### src/design/hexstr_pkg.sv
// Package with widths, codes and carrier types for the hex-to-ASCII datapath
package hexstr_pkg;

  localparam int WORD_W      = 16;
  localparam int NIBBLE_W    = 4;
  localparam int MAX_SRC_WDS = 4;
  localparam int MAX_DST_WDS = 8;
  localparam int ADDR_W      = 15;

  // ASCII bases for digits 0-9 and A-F
  localparam logic [7:0] ASCII_ZERO   = 8'h30;
  localparam logic [7:0] ASCII_UPPERA = 8'h41;
  localparam logic [3:0] DIGIT_TEN    = 4'hA;

  // Highest data memory word address
  localparam logic [ADDR_W-1:0] ADDR_TOP = 15'h7FFF;

  // Conversion widths
  typedef enum logic [1:0] {
    WIDTH_FOUR    = 2'h0,
    WIDTH_EIGHT   = 2'h1,
    WIDTH_SIXTEEN = 2'h2
  } conv_width_t;

  // Execution variant
  typedef enum logic {
    EXEC_EACH_CYCLE = 1'h0,
    EXEC_RISING     = 1'h1
  } exec_mode_t;

  // Instruction request
  typedef struct packed {
    logic               condition;
    conv_width_t        width;
    exec_mode_t         mode;
    logic [ADDR_W-1:0]  dstAddr;
  } conv_req_t;

  // Condition flags
  typedef struct packed {
    logic errorFlag;
    logic equalsFlag;
    logic negativeFlag;
  } cond_flags_t;

endpackage : hexstr_pkg

### src/design/nibble_to_ascii.sv
// Single hexadecimal digit to ASCII code encoder
`timescale 1ns/1ps
module nibble_to_ascii (
  // Digit in
  input  wire logic [3:0] digit,
  // Character out
  output logic      [7:0] asciiChar
);

  // Uppercase letters for A-F, digits offset from zero character
  always_comb begin
    if (digit < hexstr_pkg::DIGIT_TEN) begin
      asciiChar = hexstr_pkg::ASCII_ZERO + {4'h0, digit};
    end else begin
      asciiChar = hexstr_pkg::ASCII_UPPERA + {4'h0, digit - hexstr_pkg::DIGIT_TEN};
    end
  end

endmodule : nibble_to_ascii

### src/design/hex_to_ascii_converter.sv
// Datapath converting 16/32/64-bit operands to ASCII hexadecimal text
`timescale 1ns/1ps
module hex_to_ascii_converter #(
  parameter int WORD_W = hexstr_pkg::WORD_W,
  parameter int SRC_WDS = hexstr_pkg::MAX_SRC_WDS,
  parameter int DST_WDS = hexstr_pkg::MAX_DST_WDS
) (
  // Clock, reset, enable
  input  wire logic                                    core_clk,
  input  wire logic                                    rst,
  input  wire logic                                    clkEn,
  // Instruction request and source words (index 0 is S)
  input  wire hexstr_pkg::conv_req_t                   req,
  input  wire logic [SRC_WDS-1:0][WORD_W-1:0]          srcWords,
  // Destination write-back (index 0 is D)
  output logic                                         wrValid,
  output logic      [hexstr_pkg::ADDR_W-1:0]           wrAddr,
  output logic      [DST_WDS-1:0]                      wrMask,
  output logic      [DST_WDS-1:0][WORD_W-1:0]          wrWords,
  // Condition flags
  output hexstr_pkg::cond_flags_t                      flags,
  output logic                                         flagsValid
);

  // Digit count and operand width of the widest form
  localparam int DIGITS = SRC_WDS * WORD_W / hexstr_pkg::NIBBLE_W;
  localparam int VAL_W  = SRC_WDS * WORD_W;

  // Edge memory state
  logic                                   condPrev_reg;
  logic                                   condPrev_next;

  // Write-back state
  logic                                   wrValid_reg;
  logic                                   wrValid_next;
  logic [hexstr_pkg::ADDR_W-1:0]          wrAddr_reg;
  logic [hexstr_pkg::ADDR_W-1:0]          wrAddr_next;
  logic [DST_WDS-1:0]                     wrMask_reg;
  logic [DST_WDS-1:0]                     wrMask_next;
  logic [DST_WDS-1:0][WORD_W-1:0]         wrWords_reg;
  logic [DST_WDS-1:0][WORD_W-1:0]         wrWords_next;

  // Flag state
  hexstr_pkg::cond_flags_t                flags_reg;
  hexstr_pkg::cond_flags_t                flags_next;
  logic                                   flagsValid_reg;
  logic                                   flagsValid_next;

  // Combinational datapath
  logic                                   fire;
  logic [VAL_W-1:0]                       value;
  logic [VAL_W-1:0]                       aligned;
  logic [DIGITS-1:0][7:0]                 chars;
  logic [DIGITS-1:0][3:0]                 digitsMsbFirst;
  int                                     activeWds;
  logic [DST_WDS-1:0]                     useMask;
  logic [DST_WDS-1:0][WORD_W-1:0]         packedWords;

  // Higher-addressed source word is more significant
  always_comb begin
    value     = '0;
    activeWds = 1;
    case (req.width)
      hexstr_pkg::WIDTH_FOUR: begin
        // Source word S alone
        value     = {{(VAL_W-WORD_W){1'h0}}, srcWords[0]};
        activeWds = 1;
      end
      hexstr_pkg::WIDTH_EIGHT: begin
        // S+1 above S
        value     = {{(VAL_W-2*WORD_W){1'h0}}, srcWords[1], srcWords[0]};
        activeWds = 2;
      end
      hexstr_pkg::WIDTH_SIXTEEN: begin
        // S+3 down to S
        value     = {srcWords[3], srcWords[2], srcWords[1], srcWords[0]};
        activeWds = 4;
      end
      default: begin
        // Unused width code: zero operand in the four-char layout
        value     = '0;
        activeWds = 1;
      end
    endcase
  end

  // Left-justify so digit 0 is always the leading digit of the operand
  // One fixed packing network then serves every width, at the cost of a wide shifter
  always_comb begin
    aligned = value << (VAL_W - activeWds * WORD_W);
  end

  // Split into nibbles, leading digit at index 0
  // Digits past the operand are zero and never reach a written word
  genvar g;
  generate
    for (g = 0; g < DIGITS; g++) begin : gDigit
      assign digitsMsbFirst[g] = aligned[VAL_W-1-g*4 -: 4];
      nibble_to_ascii uEnc (
        .digit     (digitsMsbFirst[g]),
        .asciiChar (chars[g])
      );
    end
  endgenerate

  // Word w of the destination is written only when the operand reaches it
  // Narrow forms leave the words beyond their text untouched in memory
  always_comb begin
    useMask = '0;
    for (int w = 0; w < DST_WDS; w++) begin
      useMask[w] = (w < 2 * activeWds);
    end
  end

  // Two characters per word, leading character in the upper byte
  generate
    for (g = 0; g < DST_WDS; g++) begin : gPack
      assign packedWords[g] = {chars[2*g], chars[2*g+1]};
    end
  endgenerate

  // Edge memory follows the condition in both variants, so a change of
  // variant never meets a stale level
  always_comb begin
    condPrev_next = req.condition;
  end

  // Each-cycle variant fires on level, rising variant on a fresh edge
  always_comb begin
    if (req.mode == hexstr_pkg::EXEC_RISING) begin
      fire = req.condition && !condPrev_reg;
    end else begin
      fire = req.condition;
    end
  end

  // Edge memory register; reset clears it, so a level held through reset
  // counts as a rising edge on the first enabled cycle
  always_ff @(posedge core_clk) begin
    if (rst) begin
      condPrev_reg <= 1'h0;
    end else if (clkEn) begin
      condPrev_reg <= condPrev_next;
    end
  end

  // Write-back next state; idle cycles keep the last words for the reader
  always_comb begin
    wrValid_next = fire;
    wrAddr_next  = wrAddr_reg;
    wrMask_next  = wrMask_reg;
    wrWords_next = wrWords_reg;
    if (fire) begin
      wrAddr_next = req.dstAddr;  // Range is the caller's duty
      wrMask_next = useMask;
      // Unused words cleared so no stale text rides along
      for (int w = 0; w < DST_WDS; w++) begin
        wrWords_next[w] = useMask[w] ? packedWords[w] : '0;
      end
    end
  end

  // Write-back registers; a low enable also holds the valid pulse,
  // so the reader still sees it once the enable returns
  always_ff @(posedge core_clk) begin
    if (rst) begin
      wrValid_reg <= 1'h0;
      wrAddr_reg  <= '0;
      wrMask_reg  <= '0;
      wrWords_reg <= '0;
    end else if (clkEn) begin
      wrValid_reg <= wrValid_next;
      wrAddr_reg  <= wrAddr_next;
      wrMask_reg  <= wrMask_next;
      wrWords_reg <= wrWords_next;
    end
  end

  // Flag next state, computed in the same step as the words
  always_comb begin
    flagsValid_next = fire;
    flags_next      = flags_reg;
    if (fire) begin
      flags_next.errorFlag    = 1'h0;  // every operand converts
      flags_next.equalsFlag   = (value == '0);
      // Leading bit of the operand, not of the widest form
      flags_next.negativeFlag = aligned[VAL_W-1];
    end
  end

  // Flag registers
  always_ff @(posedge core_clk) begin
    if (rst) begin
      flags_reg      <= '0;
      flagsValid_reg <= 1'h0;
    end else if (clkEn) begin
      flags_reg      <= flags_next;
      flagsValid_reg <= flagsValid_next;
    end
  end

  // Outputs straight from flops
  // No logic after the registers, so the memory port sees clean timing
  assign wrValid    = wrValid_reg;
  assign wrAddr     = wrAddr_reg;
  assign wrMask     = wrMask_reg;
  assign wrWords    = wrWords_reg;
  assign flags      = flags_reg;
  assign flagsValid = flagsValid_reg;

endmodule : hex_to_ascii_converter

### config.mk
export PLATFORM = sky130hd
export DESIGN_NAME = hex_to_ascii_converter
export DESIGN_NICKNAME = d
export VERILOG_FILES = /design/src/design/hexstr_pkg.sv /design/src/design/nibble_to_ascii.sv /design/src/design/hex_to_ascii_converter.sv
export SDC_FILE = /design/constraint.sdc
export NUM_CORES = 1
export LEC_CHECK = 0
export BUFFER_PORTS_ARGS = -buffer_cell sky130_fd_sc_hd__clkbuf_2
export CORE_ASPECT_RATIO = 0.5
export CORE_MARGIN = 8
export CORE_UTILIZATION = 52
export DETAILED_ROUTE_END_ITERATION = 7
export PLACE_DENSITY_LB_ADDON = 0.08
export SYNTH_ARGS = -nofsm -noshare
export SYNTH_HDL_FRONTEND = slang
export SYNTH_SLANG_ARGS = --single-unit
### constraint.sdc
create_clock -name core_clk -period 3.6 [get_ports core_clk]
set_input_delay 0.72 -clock core_clk [delete_from_list [all_inputs] [get_ports core_clk]]
set_output_delay 0.72 -clock core_clk [all_outputs]
set_load 0.02 [all_outputs]
# == Yosys cells after proc, flatten, opt, wreduce, memory -nomap -nowiden ==
# Cells that the tools add are included.
# totals
ff_bits,155
rom_bits,0
n_memories,0
latch_bits,0
word_cells,122
ram_bits,0
# op_classes
n_eq_ne,2
bitwise_logic,0
div,0
order_cmp,24
mux,27
addsub,49
mul,0
n_reduce_logical,5
shifts,1
# ops
cell,n
$pmux W64 S3,1
$add A7 B4 Y8 const A,16
$lt A4 B32 Y1 const A,4
$mux W16,8
$mux W8,16
$add A6 B4 Y7 const A,16
$logic_not A64 Y1,1
$lt A3 B32 Y1 const A,2
$lt A4 B4 Y1 const B,16
$shl A64 B32 Y64,1
$sub A4 B4 Y4 const B,16
$lt A1 B32 Y1 const A,1
$lt A2 B32 Y1 const A,1
$sub A8 B32 Y32 const A,1
$pmux W3 S2,1
$eq A2 B1 Y1 const B,1
$eq A2 B2 Y1 const B,1
$logic_not A2 Y1,1
$reduce_and A2 Y1,1
$logic_and A1 B1 Y1,1
$logic_not A1 Y1,1
$mux W1,1

# == Depth between registers and ports, before layout ==
# logic_depth
depth_word,8
mapped_depth,15

# == Modules after synthesis ==
# Synthesis repeated with hierarchy kept, for this count alone.
# unflattened
cells_unflattened,1179
hier_area_um2,8697.1
# by_module_without_submodules
module,cells_per_inst,instances,area_each_um2
hex_to_ascii_converter,859,1,6535.0
nibble_to_ascii,20,16,135.1

# == Worst setup path after synthesis ==
# No wires, ideal clock.
# synth_timing
path_kind,in2reg
startpoint,input port req[16] (netlist name)
endpoint,register wrWords_reg (netlist bit wrWords[82])
arrival_ns,3.053
n_path_buf,3
setup_time_ns,0.070
required_time_ns,3.530
path_stages,13
path_slack_ns,0.477
cell_sequence,inv_1 ha_1 buf_2 nor2b_1 clkbuf_1 buf_2 nand3_1 a21oi_1 inv_1 ha_1 xor2_1 a221o_1 a21oi_1
# synth_via
elab_chain_len,8
# synth_rtl
item,line_no,rtl
from (decl),hex_to_ascii_converter.sv:13,"input wire hexstr_pkg::conv_req_t req,"
$eq A2 B2 Y1 or $eq A2 B1 Y1 (tied branches),hex_to_ascii_converter.sv:63,case (req.width)
$pmux W3 S2,hex_to_ascii_converter.sv:63,
$sub A8 B32 Y32,hex_to_ascii_converter.sv:90,aligned = value << (VAL_W - activeWds * WORD_W);
$shl A64 B32 Y64,hex_to_ascii_converter.sv:90,
$sub A4 B4 Y4,nibble_to_ascii.sv:15,"asciiChar = hexstr_pkg::ASCII_UPPERA + {4'h0, digit - hexstr_pkg::DIGIT_TEN};"
$add A7 B4 Y8,nibble_to_ascii.sv:15,
$mux W8,nibble_to_ascii.sv:12,if (digit < hexstr_pkg::DIGIT_TEN) begin
$mux W16 (*),hex_to_ascii_converter.sv:158,wrWords_next[w] = useMask[w] ? packedWords[w] : '0;
to (signal assigned),hex_to_ascii_converter.sv:175,wrWords_reg <= wrWords_next;
to (decl),hex_to_ascii_converter.sv:40,logic [DST_WDS-1:0][WORD_W-1:0] wrWords_reg;
# Every way passes the cells marked *; elsewhere a longest branch is shown, timed or not.
# A chain may end at the register's enable or synchronous reset.

# == Worst setup path after layout ==
# layout_timing
startpoint,input port req[17] (netlist name)
endpoint,register wrWords_reg (netlist bit wrWords[4])
# The elaborated chain is that of the path after synthesis.

==> run_results.csv <==
group,metric,value,unit
clocking,post-cts-setup-buffer-count,0,
detailed_routing,routed_wl,29400,um
critical_path,worst-path-max-fanout,52,
floorplan,io_pins,242,
final_layout,areaGrowthSynthToFinish,22.9,%
sta,finalSetupViolCount,0,
floorplan,floorplan.die.height,104,um
floorplan,chipWidth,191,um
detailed_routing,avgRoutedWirePerCell,20.9,um
floorplan,fp.dieArea,0.0198,mm2
clocking,clockBufferDepth,2,
status,run_status,"finished clean",
sta,postLayoutSetupSlackWorst,0.526,ns
final_layout,layoutNonFillerInstCount,1407,
global_routing,number_of_antenna_violations_at_the_first_check_in_global_routing,0,
detailed_routing,detailedRoute.firstPassIterationCount,6,
global_routing,grt_first_pass_wirelength,45800,um
critical_path,worstSetupEndpointType,"flop",
global_routing,grt-ovfl-total,0,
placement,placement.io_buffers,224,
synthesis,synth_seq_cells,134,
sta,fin_worst_hold_slack,0.453,ns
sta,period_minus_slack,3.07,ns
clocking,clock_latency,0.42,ns
synthesis,synthDominantAreaCellType,"dfxtp_1",
sta,finalCritPeriodShare,0.854,
synthesis,yosysWarningCount,0,
final_layout,layout-drive-gt1-share,0.249,
synthesis,dominantRegCellSynth,"dfxtp_1",
final_layout,max_ffs_per_register,112,
clocking,cts-resized-gates,0,
final_layout,mostFrequentLayoutCell,"clkbuf_2",
power,clock_power_share,0.450,
clocking,cts_root_buffer_type,"clkbuf_16",
worst_hold_path,holdPathEnd,"wrWords[77]",
synthesis,netlist-cell-type-count,66,
sta,report.final.slew_viol_count,0,
detailed_routing,remaining_drc_errors,0,
clocking,tritoncts.num_buffers,17,
critical_path,regToRegStartpoint,"condPrev_reg",
critical_path,worstPathRequired,3.88,ns
clocking,tritoncts_sinks,134,
power,fin_total_pwr,4.34,mW
synthesis,postSynthAreaPerCell,7.99,um2
clocking,htreeDepth,4,
synthesis,synth_edf_count,0,
flow_run,maxCapViolCount,0,
synthesis,synthesis.instances,998,
power,netSwitchingFraction,0.309,
worst_hold_path,type_of_the_most_critical_hold_path,"reg2reg",
power,combPwrFrac,0.193,
sta,hold_viol_final,0,
clocking,cts.reportedPaths.clkPinSlew,0.06,ns
placement,placed_cells,1375,
placement,globalplace.congestion,0.992,
worst_hold_path,min_path_cells,2,
synthesis,netlist_top_cells_area,"dfxtp_1 34%, ha_1 7.1%, nand2_1 6.7%",
floorplan,num_rows,32,
critical_path,cp.arrival,3.36,ns
synthesis,syn_area,0.00797,mm2
sta,worst_clock_skew,0.0165,ns
worst_hold_path,min-delay-start,"wrWords[77]",
synthesis,share_of_yosys_cell_area_claimed_by_the_top_area_cell_type,0.336,
sta,unrepaired_setup_endpoints_after_global_routing,"false",
final_layout,area_taken_by_multi_input_logic_gates,0.00481,mm2
floorplan,initial_utilization,0.524,
synthesis,asyncSetResetFlopFracSynth,0,
sta,fmax,325,MHz
clocking,cts_hold_repair.buffers,0,
critical_path,timing.critical_path.from_type,"primary input",
final_layout,num-fill-cells,1366,
detailed_routing,antenna_left,0,
power,power_dissipated_by_switching_net_loads,1.34,mW
floorplan,fp.coreArea,0.0152,mm2
critical_path,timing.reg2reg.worst_path_depth,6,
global_routing,grt_pass1_vias,8246,
detailed_routing,num_vias,8405,
power,leakagePower,4.14,nW
synthesis,synth-seq-area-share,0.336,
final_layout,fin_nets,1321,
power,cell_internal_pwr,3.00,mW
power,power-per-cell-area,442,mW/mm2
critical_path,r2r_setup_slack,1.50,ns
clocking,cts_tree,"built",
placement,post-dp-hpwl,22100,um
critical_path,r2r-end,"wrWords[91]",
final_layout,diodes,0,
final_layout,most-common-layout-cells,"223 x clkbuf_2, 142 x nand2_1, 134 x dfxtp_1",
placement,place_worst_setup_slack,0.154,ns
global_routing,grt_max_degree,86,
power,p_seq_frac,0.357,
critical_path,critPathKind,"in2reg",
sta,timing.slew.headroom,0.484,
final_layout,sequential_cell_area,0.00268,mm2
sta,timing_worst_slew_pin_value,0.772,ns
detailed_routing,drt_first_iter_violations,687,
detailed_routing,viasPerCell,5.97,
sta,totalNegativeSetupSlack,0,ns
power,irDropWorstVdd,0.000291,V
global_routing,groute.usage.overall,0.284,
-- stage by stage --
stage,area (um2),util
6_report,9800,0.644
5_1_grt,9800,0.644
4_1_cts,9800,0.644
3_5_place_dp,9160,0.602
3_3_place_gp,9160,0.602
2_1_floorplan,8030,-
-- cells in the mapped netlist, drive strengths merged, types with 6 or more instances --
cell     instances
a211oi           7
a21o             9
a21oi           99
a221o           14
a22o            16
a22oi           28
a2bb2oi          6
a31oi            7
a32oi            6
and2             9
buf             45
clkbuf          44
dfxtp          134
ha              45
inv             26
mux2i           23
nand2          142
nand2b           8
nand3           28
nand3b           8
nand4            6
nor2            87
nor2b            7
nor3            14
nor4            14
o211ai          13
o21ai           53
xnor2           23
xor2            17
-- worst max-delay path by stage --
| stage | start | endpoint | depth (start not counted) |
|---|---|---|---|
| 2_1_floorplan | req[16] | wrWords[82] | 13 |
| 3_3_place_gp | req[17] | wrWords[4] | 11 |
| 3_5_place_dp | req[17] | wrWords[26] | 12 |
| 4_1_cts | req[16] | wrWords[26] | 13 |
| 5_1_grt | req[16] | wrWords[4] | 12 |
| 6_report | req[17] | wrWords[4] | 11 |
-- cells by family after synthesis --
logic type      synth area share
fa+ha+maj                 0.0706
flops                      0.336
other cells             0.000470
xor+xnor                  0.0439
simple gates               0.207
mux                       0.0289
compound gates             0.241
buf+inv                   0.0720
-- worst max-delay path, stage by stage --
cell,delay (ns)
clkbuf_2,0.12
inv_1,0.07
ha_2,0.37
buf_12,0.26
and3_1,0.59
a221o_1,0.37
inv_1,0.08
ha_1,0.32
inv_1,0.04
a311oi_1,0.29
nor3_1,0.08
-- layer usage --
layer | GRT usage | routed length, um | vias up
met2 | 0.441 | 12900 | 446
met3 | 0.0633 | 2830 | 77
li1 | - | - | 3931
met1 | 0.384 | 13000 | 3951
met4 | 0.0945 | 731 | 0
met5 | 0 | 0 | -
-- cell type report --
class,instances,area share
well taps,204,0.0261
flip-flops and latches,134,0.274
inverters,26,0.00996
repair buffers,246,0.134
clock buffers,18,0.0438
multi-input cells,765,0.491
clock inverters,14,0.0215
-- power by group through the flow --
stage	combinational, mW	sequential [mW]	clock [mW]
floorplan	0.500	1.63	0
global placement	0.801	1.58	0
detailed placement	0.813	1.58	0
CTS	0.820	1.55	1.96
global route	0.901	1.55	2.03
finish	0.835	1.55	1.95
Note: power is estimated with default switching activity, not from simulation.
